[src/hdl/gpde_cfg.svh]
// Register map, field positions and reset values of the port block
`ifndef GPDE_CFG_SVH
`define GPDE_CFG_SVH
`define GPDE_ADDR_W        8
`define GPDE_IDX_D_DATA    6'h03
`define GPDE_IDX_E_DATA    6'h08
`define GPDE_IDX_D_DIR     6'h10
`define GPDE_IDX_D_PUE     6'h11
`define GPDE_IDX_E_DIR     6'h12
`define GPDE_IDX_CTRL      6'h13
`define GPDE_D_DIR_RST     8'h00
`define GPDE_D_PUE_RST     8'h00
`define GPDE_E_DIR_RST     6'h00
`define GPDE_CTRL_RST      16'h0000
`define GPDE_RESP_OKAY     2'h0
`define GPDE_RESP_SLVERR   2'h2
`define GPDE_SPI_SS_PIN    0
`define GPDE_SPI_PIN_LO    1
`define GPDE_SPI_PIN_HI    3
`define GPDE_TIM_PIN_LO    4
`define GPDE_SCI_PIN_HI    1
`endif

[src/hdl/gpde_pkg.sv]
// Types shared by the port block and its users
package gpde_pkg;
  typedef struct packed {
    logic [7:0] dat;
    logic [7:0] oe;
  } gpde_drive_type;
  typedef struct packed {
    logic [7:0] edge_level_select;
    logic [4:0] spare;
    logic       serial_if_enable;
    logic       spi_master_select;
    logic       spi_enable_bit;
  } gpde_ctrl_type;
  typedef enum logic [0:0] {
    GPDE_WR_IDLE = 1'b0,
    GPDE_WR_RESP = 1'b1
  } gpde_wr_state_type;
endpackage

[src/hdl/gpde_ports.sv]
// Ports D and E with peripheral overrides and an AXI4-Lite register slave
// Overview of operation
// - Port D has eight software read/write data latches that reset leaves untouched.
// - Port E has six software read/write data latches that reset leaves untouched.
// - A direction bit of 1 drives its pin, a direction bit of 0 makes it an input.
// - Reset clears all eight port D direction bits, so all its pins are inputs.
// - Reset clears all six port E direction bits, so all its pins are inputs.
// - Reading port D data gives the latch for output bits and the pin for input bits.
// - Reading port E data gives the latch for output bits and the pin for input bits.
// - Writing port data with byte lane 0 enabled updates the latch, and an input pin still reads its pin.
// - A port D pullup is on only while its enable is 1 and its direction bit is 0.
// - With the SPI disabled, its clock, MOSI and MISO pins are plain port D I/O.
// - The slave-select pin is plain I/O unless the SPI is enabled as a slave.
// - Pins in SPI use ignore the direction bits for drive but not for reads.
// - The upper port D pins follow the timer channels whose edge/level select is set.
// - With the serial interface disabled, its receive and transmit pins are plain I/O.
// - Pins in serial use ignore the direction bits for drive but not for reads.
`timescale 1ns/100ps
`include "gpde_cfg.svh"

module gpde_ports (
  // Clock, reset and clock enable
  input  wire logic                     core_clk_i,
  input  wire logic                     rst_n_i,
  input  wire logic                     ce_i,
  // AXI4-Lite write address and data
  input  wire logic                     awvalid_i,
  output logic                          awready_o,
  input  wire logic [`GPDE_ADDR_W-1:0]  awaddr_i,
  input  wire logic [2:0]               awprot_i,
  input  wire logic                     wvalid_i,
  output logic                          wready_o,
  input  wire logic [31:0]              wdata_i,
  input  wire logic [3:0]               wstrb_i,
  // AXI4-Lite write response
  output logic                          bvalid_o,
  input  wire logic                     bready_i,
  output logic [1:0]                    bresp_o,
  // AXI4-Lite read
  input  wire logic                     arvalid_i,
  output logic                          arready_o,
  input  wire logic [`GPDE_ADDR_W-1:0]  araddr_i,
  input  wire logic [2:0]               arprot_i,
  output logic                          rvalid_o,
  input  wire logic                     rready_i,
  output logic [31:0]                   rdata_o,
  output logic [1:0]                    rresp_o,
  // Peripheral drive requests for port D and port E
  input  wire gpde_pkg::gpde_drive_type port_d_periph_i,
  input  wire gpde_pkg::gpde_drive_type port_e_periph_i,
  // Port D pins
  input  wire logic [7:0]               port_d_pin_i,
  output logic [7:0]                    port_d_pin_o,
  output logic [7:0]                    port_d_pin_oe_o,
  output logic [7:0]                    port_d_pullup_o,
  // Port E pins
  input  wire logic [5:0]               port_e_pin_i,
  output logic [5:0]                    port_e_pin_o,
  output logic [5:0]                    port_e_pin_oe_o,
  // Peripheral enables seen by the peripherals
  output logic                          spi_enable_bit_o,
  output logic                          spi_master_select_o,
  output logic                          serial_if_enable_o,
  output logic [7:0]                    edge_level_select_o
);
  import gpde_pkg::*;

  // Register state
  logic [7:0]        port_d_data_latch_reg;
  logic [5:0]        port_e_data_latch_reg;
  logic [7:0]        port_d_direction_reg;
  logic [7:0]        port_d_pullup_enable_reg;
  logic [5:0]        port_e_direction_reg;
  gpde_ctrl_type     ctrl_reg;

  // Bus state
  logic                    aw_hold_reg;
  logic [5:0]              aw_idx_reg;
  logic                    w_hold_reg;
  logic [7:0]              w_data_reg;
  logic                    w_lane0_reg;
  gpde_wr_state_type       wr_state_reg;
  gpde_wr_state_type       wr_state_next;
  logic [1:0]              bresp_reg;
  logic                    rvalid_reg;
  logic [31:0]             rdata_reg;
  logic [1:0]              rresp_reg;

  // Lane 1 of a write, held until the write completes
  logic [7:0]              els_lane_reg;
  logic                    els_wr_reg;

  // Handshake decode
  wire        aw_take;
  wire        w_take;
  wire        wr_fire;
  wire        b_done;
  wire        ar_take;
  wire        r_done;
  wire [5:0]  ar_idx;
  wire        wr_d_data;
  wire        wr_e_data;
  wire        wr_d_dir;
  wire        wr_d_pue;
  wire        wr_e_dir;
  wire        wr_ctrl;
  wire        wr_hit;

  assign awready_o = ce_i & ~aw_hold_reg & (wr_state_reg == GPDE_WR_IDLE);
  assign wready_o  = ce_i & ~w_hold_reg & (wr_state_reg == GPDE_WR_IDLE);
  assign aw_take   = awvalid_i & awready_o;
  assign w_take    = wvalid_i & wready_o;
  assign wr_fire   = ce_i & aw_hold_reg & w_hold_reg &
                     (wr_state_reg == GPDE_WR_IDLE);
  assign bvalid_o  = ce_i & (wr_state_reg == GPDE_WR_RESP);
  assign b_done    = bvalid_o & bready_i;
  assign bresp_o   = bresp_reg;

  assign arready_o = ce_i & ~rvalid_reg;
  assign ar_take   = arvalid_i & arready_o;
  assign rvalid_o  = ce_i & rvalid_reg;
  assign r_done    = rvalid_o & rready_i;
  assign rdata_o   = rdata_reg;
  assign rresp_o   = rresp_reg;
  assign ar_idx    = araddr_i[`GPDE_ADDR_W-1:2];

  // Register select on a completed write, lane 0 carries every field except the edge/level selects in lane 1
  assign wr_d_data = wr_fire & w_lane0_reg &
                     (aw_idx_reg == `GPDE_IDX_D_DATA);
  assign wr_e_data = wr_fire & w_lane0_reg &
                     (aw_idx_reg == `GPDE_IDX_E_DATA);
  assign wr_d_dir  = wr_fire & w_lane0_reg &
                     (aw_idx_reg == `GPDE_IDX_D_DIR);
  assign wr_d_pue  = wr_fire & w_lane0_reg &
                     (aw_idx_reg == `GPDE_IDX_D_PUE);
  assign wr_e_dir  = wr_fire & w_lane0_reg &
                     (aw_idx_reg == `GPDE_IDX_E_DIR);
  assign wr_ctrl   = wr_fire & (aw_idx_reg == `GPDE_IDX_CTRL);
  assign wr_hit    = (aw_idx_reg == `GPDE_IDX_D_DATA) |
                     (aw_idx_reg == `GPDE_IDX_E_DATA) |
                     (aw_idx_reg == `GPDE_IDX_D_DIR)  |
                     (aw_idx_reg == `GPDE_IDX_D_PUE)  |
                     (aw_idx_reg == `GPDE_IDX_E_DIR)  |
                     (aw_idx_reg == `GPDE_IDX_CTRL);

  // Peripheral ownership of pins
  wire [7:0]  d_spi_use;
  wire [7:0]  d_tim_use;
  wire [7:0]  d_periph_use;
  wire [5:0]  e_sci_use;
  wire [3:0]  tim_chan_on;

  genvar ch;
  generate
    for (ch = 0; ch < 4; ch = ch + 1) begin : g_tim
      // Either edge/level select bit hands the pin to the channel
      assign tim_chan_on[ch] = |ctrl_reg.edge_level_select[2*ch+1:2*ch];
    end
  endgenerate

  assign d_spi_use[`GPDE_SPI_SS_PIN] = ctrl_reg.spi_enable_bit &
                                       ~ctrl_reg.spi_master_select;
  assign d_spi_use[`GPDE_SPI_PIN_HI:`GPDE_SPI_PIN_LO] =
    {3{ctrl_reg.spi_enable_bit}};
  assign d_spi_use[7:4] = 4'h0;
  assign d_tim_use = {tim_chan_on, 4'h0};
  assign d_periph_use = d_spi_use | d_tim_use;
  assign e_sci_use = {4'h0, {2{ctrl_reg.serial_if_enable}}};

  // Pin drive: peripheral owns drive, otherwise direction and latch
  assign port_d_pin_oe_o = (d_periph_use & port_d_periph_i.oe) |
                           (~d_periph_use & port_d_direction_reg);
  assign port_d_pin_o    = (d_periph_use & port_d_periph_i.dat) |
                           (~d_periph_use & port_d_data_latch_reg);
  assign port_e_pin_oe_o = (e_sci_use & port_e_periph_i.oe[5:0]) |
                           (~e_sci_use & port_e_direction_reg);
  assign port_e_pin_o    = (e_sci_use & port_e_periph_i.dat[5:0]) |
                           (~e_sci_use & port_e_data_latch_reg);

  // Pullup only on pins configured as inputs
  assign port_d_pullup_o = port_d_pullup_enable_reg &
                           ~port_d_direction_reg;

  assign spi_enable_bit_o    = ctrl_reg.spi_enable_bit;
  assign spi_master_select_o = ctrl_reg.spi_master_select;
  assign serial_if_enable_o  = ctrl_reg.serial_if_enable;
  assign edge_level_select_o = ctrl_reg.edge_level_select;

  // Port reads: direction bit picks latch or pin, whoever drives
  wire [7:0]  d_read;
  wire [5:0]  e_read;
  wire [31:0] rd_mux;
  wire        rd_hit;

  assign d_read = (port_d_direction_reg & port_d_data_latch_reg) |
                  (~port_d_direction_reg & port_d_pin_i);
  assign e_read = (port_e_direction_reg & port_e_data_latch_reg) |
                  (~port_e_direction_reg & port_e_pin_i);

  assign rd_hit = (ar_idx == `GPDE_IDX_D_DATA) |
                  (ar_idx == `GPDE_IDX_E_DATA) |
                  (ar_idx == `GPDE_IDX_D_DIR)  |
                  (ar_idx == `GPDE_IDX_D_PUE)  |
                  (ar_idx == `GPDE_IDX_E_DIR)  |
                  (ar_idx == `GPDE_IDX_CTRL);

  assign rd_mux =
    (ar_idx == `GPDE_IDX_D_DATA) ? {24'h000000, d_read} :
    (ar_idx == `GPDE_IDX_E_DATA) ? {26'h0000000, e_read} :
    (ar_idx == `GPDE_IDX_D_DIR)  ? {24'h000000, port_d_direction_reg} :
    (ar_idx == `GPDE_IDX_D_PUE)  ? {24'h000000, port_d_pullup_enable_reg} :
    (ar_idx == `GPDE_IDX_E_DIR)  ? {26'h0000000, port_e_direction_reg} :
    (ar_idx == `GPDE_IDX_CTRL)   ? {16'h0000, ctrl_reg} :
                                   32'h00000000;

  // Write response state
  always_comb begin
    wr_state_next = wr_state_reg;
    case (wr_state_reg)
      GPDE_WR_IDLE: begin
        if (wr_fire) begin
          wr_state_next = GPDE_WR_RESP;
        end
      end
      GPDE_WR_RESP: begin
        if (b_done) begin
          wr_state_next = GPDE_WR_IDLE;
        end
      end
      default: begin
        wr_state_next = GPDE_WR_IDLE;
      end
    endcase
  end

  // Address and data capture, either order
  always_ff @(posedge core_clk_i or negedge rst_n_i) begin
    if (!rst_n_i) begin
      aw_hold_reg  <= 1'b0;
      aw_idx_reg   <= 6'h00;
      w_hold_reg   <= 1'b0;
      w_data_reg   <= 8'h00;
      w_lane0_reg  <= 1'b0;
      wr_state_reg <= GPDE_WR_IDLE;
      bresp_reg    <= `GPDE_RESP_OKAY;
    end else if (ce_i) begin
      wr_state_reg <= wr_state_next;
      if (aw_take) begin
        aw_hold_reg <= 1'b1;
        aw_idx_reg  <= awaddr_i[`GPDE_ADDR_W-1:2];
      end else if (wr_fire) begin
        aw_hold_reg <= 1'b0;
      end
      if (w_take) begin
        w_hold_reg  <= 1'b1;
        w_data_reg  <= wdata_i[7:0];
        w_lane0_reg <= wstrb_i[0];
      end else if (wr_fire) begin
        w_hold_reg <= 1'b0;
      end
      if (wr_fire) begin
        bresp_reg <= wr_hit ? `GPDE_RESP_OKAY : `GPDE_RESP_SLVERR;
      end
    end
  end

  // Read channel
  always_ff @(posedge core_clk_i or negedge rst_n_i) begin
    if (!rst_n_i) begin
      rvalid_reg <= 1'b0;
      rdata_reg  <= 32'h00000000;
      rresp_reg  <= `GPDE_RESP_OKAY;
    end else if (ce_i) begin
      if (ar_take) begin
        rvalid_reg <= 1'b1;
        rdata_reg  <= rd_mux;
        rresp_reg  <= rd_hit ? `GPDE_RESP_OKAY : `GPDE_RESP_SLVERR;
      end else if (r_done) begin
        rvalid_reg <= 1'b0;
      end
    end
  end

  // Direction, pullup and peripheral control registers
  always_ff @(posedge core_clk_i or negedge rst_n_i) begin
    if (!rst_n_i) begin
      port_d_direction_reg     <= `GPDE_D_DIR_RST;
      port_e_direction_reg     <= `GPDE_E_DIR_RST;
      port_d_pullup_enable_reg <= `GPDE_D_PUE_RST;
      ctrl_reg                 <= `GPDE_CTRL_RST;
    end else if (ce_i) begin
      if (wr_d_dir) begin
        port_d_direction_reg <= w_data_reg;
      end
      if (wr_e_dir) begin
        port_e_direction_reg <= w_data_reg[5:0];
      end
      if (wr_d_pue) begin
        port_d_pullup_enable_reg <= w_data_reg;
      end
      if (wr_ctrl && w_lane0_reg) begin
        ctrl_reg.spare             <= 5'h00;
        ctrl_reg.serial_if_enable  <= w_data_reg[2];
        ctrl_reg.spi_master_select <= w_data_reg[1];
        ctrl_reg.spi_enable_bit    <= w_data_reg[0];
      end
      // Lane 1 of the control word carries the edge/level selects
      if (wr_ctrl && els_wr_reg) begin
        ctrl_reg.edge_level_select <= els_lane_reg;
      end
    end
  end

  // Edge/level select sits in byte lane 1 of the control register,
  // captured with the write data and applied when the write completes
  always_ff @(posedge core_clk_i or negedge rst_n_i) begin
    if (!rst_n_i) begin
      els_lane_reg <= 8'h00;
      els_wr_reg   <= 1'b0;
    end else if (ce_i) begin
      if (w_take) begin
        els_lane_reg <= wdata_i[15:8];
        els_wr_reg   <= wstrb_i[1];
      end
    end
  end

  // Data latches keep their contents through reset
  always_ff @(posedge core_clk_i) begin
    if (ce_i) begin
      if (wr_d_data) begin
        port_d_data_latch_reg <= w_data_reg;
      end
      if (wr_e_data) begin
        port_e_data_latch_reg <= w_data_reg[5:0];
      end
    end
  end

endmodule // gpde_ports

[config.mk]
export PLATFORM = sky130hd
export DESIGN_NAME = gpde_ports
export DESIGN_NICKNAME = d
export VERILOG_FILES = /design/src/hdl/gpde_pkg.sv /design/src/hdl/gpde_ports.sv
export VERILOG_INCLUDE_DIRS = /design/src /design/src/hdl
export SDC_FILE = /design/constraint.sdc
export NUM_CORES = 1
export LEC_CHECK = 0
export ABC_AREA = 1
export BUFFER_PORTS_ARGS = -buffer_cell sky130_fd_sc_hd__buf_2
export CAP_MARGIN = 25
export CELL_PAD_IN_SITES_DETAIL_PLACEMENT = 0
export CELL_PAD_IN_SITES_GLOBAL_PLACEMENT = 2
export CORE_UTILIZATION = 29
export DETAILED_ROUTE_END_ITERATION = 7
export HOLD_SLACK_MARGIN = 0.08
export PLACE_DENSITY = 0.88
export SETUP_SLACK_MARGIN = 0.5
export SYNTH_ARGS = -nofsm -noshare
export SYNTH_HDL_FRONTEND = slang
export SYNTH_SLANG_ARGS = --single-unit
[constraint.sdc]
create_clock -name core_clk_i -period 3.6 [get_ports core_clk_i]
set_input_delay 0.54 -clock core_clk_i [delete_from_list [all_inputs] [get_ports core_clk_i]]
set_output_delay 0.54 -clock core_clk_i [all_outputs]
set_load 0.005 [all_outputs]
==> results of run 1 <==
## synth_stat cells, drive strengths merged
cell	instances	share of area
nand2	115	0.094
dfrtp	79	0.42
nor2	67	0.059
inv	61	0.049
o21ai	61	0.083
buf	35	0.059
mux2	25	0.066
a21oi	24	0.026
nand3	21	0.029
edfxtp	14	0.090
nand4	6	0.0093
clkbuf	4	0.0032
a31oi	2	0.0027
a2bb2oi	1	0.0019
conb	1	0.00080
nor3	1	0.0011
nor4	1	0.0013
o2111ai	1	0.0019
o31ai	1	0.0016
## worst paths after layout
path / start / to / slack [ps] / cells past startpoint
worst max-delay path: spi_enable_bit_o / port_d_pin_o[0] / 1490 / 3
worst min-delay path: rst_n_i / rdata_o[15] / 170 / 1
worst max register to register: wr_state_reg / port_e_data_latch_reg[3] / 1710 / 5
worst min register to register: w_data_reg[7] / port_d_data_latch_reg[7] / 460 / 0
max in group asynchronous: rst_n_i / bresp_o[1] / 2810 / 2
min in group core_clk_i: wdata_i[14] / els_lane_reg[6] / 420 / 2
## report_power, final
part	switching (uW)	internal [uW]
registers	221	1330
clock network	404	627
logic	456	376
total	1080	2340
## metal layers
layer,vias to the layer above,part of all wire
li1,1902,-
met1,1780,0.46
met2,134,0.47
met3,12,0.058
met4,0,0.013
met5,-,0
## layout make-up
type                            count  area, um^2
Clock buffer                       12         246
Clock inverter                      4        72.6
Fill cell                        1641       10000
Inverter                           61         229
Multi-Input combinational cell    344        1840
Sequential cell                    93        2400
Tap cell                          216         270
Timing Repair Buffer              145         751
## metrics by stage
step	worst slack, ps	power [uW]	cells	hold slack [ps]	util
global route	1390	3620	875	211	0.367
floorplan	1870	2100	537	244	-
global placement	1430	2380	858	429	0.345
finish	1490	3420	875	173	0.367
detailed placement	1380	2410	858	439	0.345
CTS	1440	3460	874	409	0.365
## kinds of logic after synthesis
logic type / Yosys count / share of synthesized area
buf+inv: 100 / 0.111
compound gates: 90 / 0.117
simple gates: 211 / 0.194
other cells: 1 / 0.000799
flops: 93 / 0.511
mux: 25 / 0.0664
## worst max-delay path, cell delays in order, from the launching register on
cell and delay (ps):
dfrtp_1 650, nand2_1 150, mux2_2 290, buf_2 120
==> metrics.txt, run 1 <==
Cells after Synth=520; RSZ-0062 raised after global routing=false; critical path class=flip-flop to output pin; Peak supply drop=0.398 mV; Total Wirelength=12,800 um; Layout area overhead=23.7%; placed inst area=5460 um^2; Vias per Instance=4.37; Port-buffer cells=141; setup TNS=0 ps; Syn Area/Cell=9.02 um^2; synthesized cell area=4690 um^2; number of flip-flops in the largest register=16; num ports=200; Unique masters post-synth=32; Startpoint Class=flip-flop; Worst-path clk slew=70 ps; fin nets=766; H-tree depth=3; DRT Pass-1 Iters=5; total CTS buffers=9; Hold WC Path Type=primary input to async pin; Routed WL per cell=14.7 um; Final Max Slew Viols=0; vias in the first global route=3,517; pwr dens=589 nW/um^2; Max Freq=475 MHz; Post-CTS Setup Repair Bufs=0; total global-route track usage=0.156; Die Footprint=16,700 um^2; Slew @ Worst Pin=827 ps; DRC viols=0; First DRT Iteration DRCs=199; Slew HR=0.447; CTS Buffer Depth=2; final hold vios=0; register area share after synthesis=0.511; post-DP HPWL=9520 um; TritonCTS Sinks=93; critical path fanouts, max=14; ratio of cells with drive above 1 in the final layout=0.337; Overflow after GRT=0; largest net degree at the start of global routing=80; CTS root buf=clkbuf_16; grt met1 use=0.203; initial antenna violation count=0; Antenna diodes=0; commonest non-fill, non-tap cell in the layout=buf_2; met3 Use GR=0.0458; post-CTS resize count=0; Clock Skews=8.14 ps; outcome=completed; Design Area, Final=5800 um^2; Max-Cap Viols=0; Final Setup Violations=0; Clock Latency Late Sink=350 ps; met2 capacity usage during global routing=0.254; Die W=129 um; CORE AREA=15,800 um^2; Worst Path Arrival=1570 ps; GPL Wtd Cong=0.820; CTS tree=done; Pleak=0.00298 uW; Critical Path Sink Type=output pin; via count=3,828; first-pass GRT wire length=19,100 um; Worst EP required=3060 ps; Die Y=129 um; final worst path period need=2110 ps; Initial Util=0.296; cts hold-fix bufs=0; DRT antenna net count=0; leading cell types in the layout, fill and taps excluded=140 x buf_2, 111 x nand2_1, 79 x dfrtp_1; number of synthesized register bits=93; row count=46; total number of yosys warnings=0; layer carrying the most global-route usage=met2; fin crit share=0.585
Note: power is estimated with default switching activity, not from simulation.
==> run 2, diff against run 1 <==
- CORE_UTILIZATION: 29 -> 24
- PLACE_DENSITY: 0.88 -> 0.78
- clock period: 3.6 -> 1.9 ns (I/O delays scaled with it)
==> metrics.txt, run 2 (synthesized netlist as in run 1, its figures left out) <==
Worst-path clk slew=70 ps (about the same); Routed WL per cell=16.9 um (+15%); leading cell types in the layout, fill and taps excluded=129 x buf_2, 81 x nand2_1, 69 x dfrtp_1; total global-route track usage=0.155 (-0.00150); pwr dens=1090 nW/um^2 (+85%); Startpoint Class=flip-flop; critical path fanouts, max=7 (-7); CTS root buf=clkbuf_16; H-tree depth=3 (unchanged); multi-input logic area=2420 um^2 (+32%); first-pass GRT wire length=23,200 um (+21%); final hold vios=0 (unchanged); CORE AREA=19,000 um^2 (+20%); fin crit share=0.875; Clock Latency Late Sink=350 ps (about the same); GPL Wtd Cong=0.812 (-1.0%); Pleak=0.00341 uW (+15%); Clock Skews=8.31 ps (+0.165 ps); Port-buffer cells=141 (unchanged); CTS Buffer Depth=2 (unchanged); setup TNS=0 ps (unchanged); Initial Util=0.248 (-0.0489); Final Max Slew Viols=0 (unchanged); fin nets=823 (+7.4%); Slew HR=0.645 (+0.198); DRC viols=0 (unchanged); commonest non-fill, non-tap cell in the layout=buf_2; outcome=completed; num ports=200 (unchanged); number of flip-flops in the largest register=16 (unchanged); Max Freq=601 MHz; Die W=142 um (+9.8%); Critical Path Sink Type=output pin; row count=50 (+8.7%); Reg area=2410 um^2 (+0.52%); Worst Path Arrival=1380 ps (-190 ps); Layout area overhead=52.3%; Layout fillers=1,951 (+19%); via count=4,220 (+10%); CTS tree=done; Worst EP required=1620 ps (-1440 ps); largest net degree at the start of global routing=36 (-55%); initial antenna violation count=2 (+2); Max-Cap Viols=0 (unchanged); critical path class=flip-flop to output pin; DRT antenna net count=0 (unchanged); First DRT Iteration DRCs=225 (+13%); TritonCTS Sinks=93 (unchanged); ratio of cells with drive above 1 in the final layout=0.515 (+0.178); RSZ-0062 raised after global routing=true; fin util=0.377 (+0.0104); vias in the first global route=4,143 (+18%); Overflow after GRT=0 (unchanged); Final Setup Violations=0 (unchanged); Die Footprint=20,100 um^2 (+20%); Hold WC Path Type=primary input to flip-flop; Peak supply drop=0.575 mV (+45%); Slew @ Worst Pin=531 ps (-296 ps); total CTS buffers=9 (unchanged); Die Y=142 um (+9.8%); Vias per Instance=4.31 (-1.4%); final worst path period need=1660 ps; Total Wirelength=16,500 um (+29%); DRT Pass-1 Iters=5 (unchanged); post-DP HPWL=10,600 um (+11%)
run 2: critical path, stage by stage, from the launching register on:
cell	delay, ps
dfrtp_2	460
buf_12	160
mux2_4	300
buf_6	110
run 2: repair_timing:
item                                    CTS  global route
hold buffers                              1             0
buffers inserted                         24            19
cloned                                    2             5
hold endpoints to repair                 32             0
endpoints found under the setup margin  102            97
gates resized for setup                  81           110
pin swaps                                19            31
run 2: worst paths after layout:
| path | endpoint | slack (ps) | startpoint | cells past startpoint |
|---|---|---|---|---|
| worst max-delay path | port_d_pin_o[1] | 240 | spi_enable_bit_o | 3 |
| min in group asynchronous | rdata_o[8] | 440 | rst_n_i | 2 |
| worst max register to register | port_e_direction_reg[1] | 390 | wr_state_reg | 7 |
| worst min register to register | port_d_data_latch_reg[7] | 450 | w_data_reg[7] | 0 |
| worst min-delay path | aw_idx_reg[1] | 170 | awaddr_i[3] | 2 |
| max in group asynchronous | els_lane_reg[0] | 860 | rst_n_i | 3 |
run 2: final cells by class:
type,count,share of cell area
Antenna cell,2,0.000700
Clock buffer,11,0.0340
Clock inverter,5,0.0105
Inverter,61,0.0352
Multi-Input combinational cell,349,0.339
Sequential cell,93,0.337
Tap cell,260,0.0455
Timing Repair Buffer,197,0.198
run 2: stage by stage:
step	total power (uW)	area, um^2	cells	setup slack (ps)	hold slack [ps]
2_1_floorplan	3990	4770	537	508	-10.6
3_3_place_gp	4600	5600	909	226	280
3_5_place_dp	4660	5600	909	206	294
4_1_cts	7070	6490	952	248	160
5_1_grt	8200	7140	977	212	160
6_report	7790	7150	978	237	170
run 2: per-layer routing:
layer / vias to the layer above / GRT usage / part of all wire
met4: 0 / 0.0628 / 0.018
met2: 104 / 0.257 / 0.51
met3: 24 / 0.0368 / 0.049
met5: - / 0 / 0
li1: 2035 / - / -
met1: 2057 / 0.193 / 0.42
run 2: where the power goes:
part,internal (uW),switching [uW]
Clock,1180,776
Combinational,1330,1410
Sequential,2540,551
Total,5060,2730
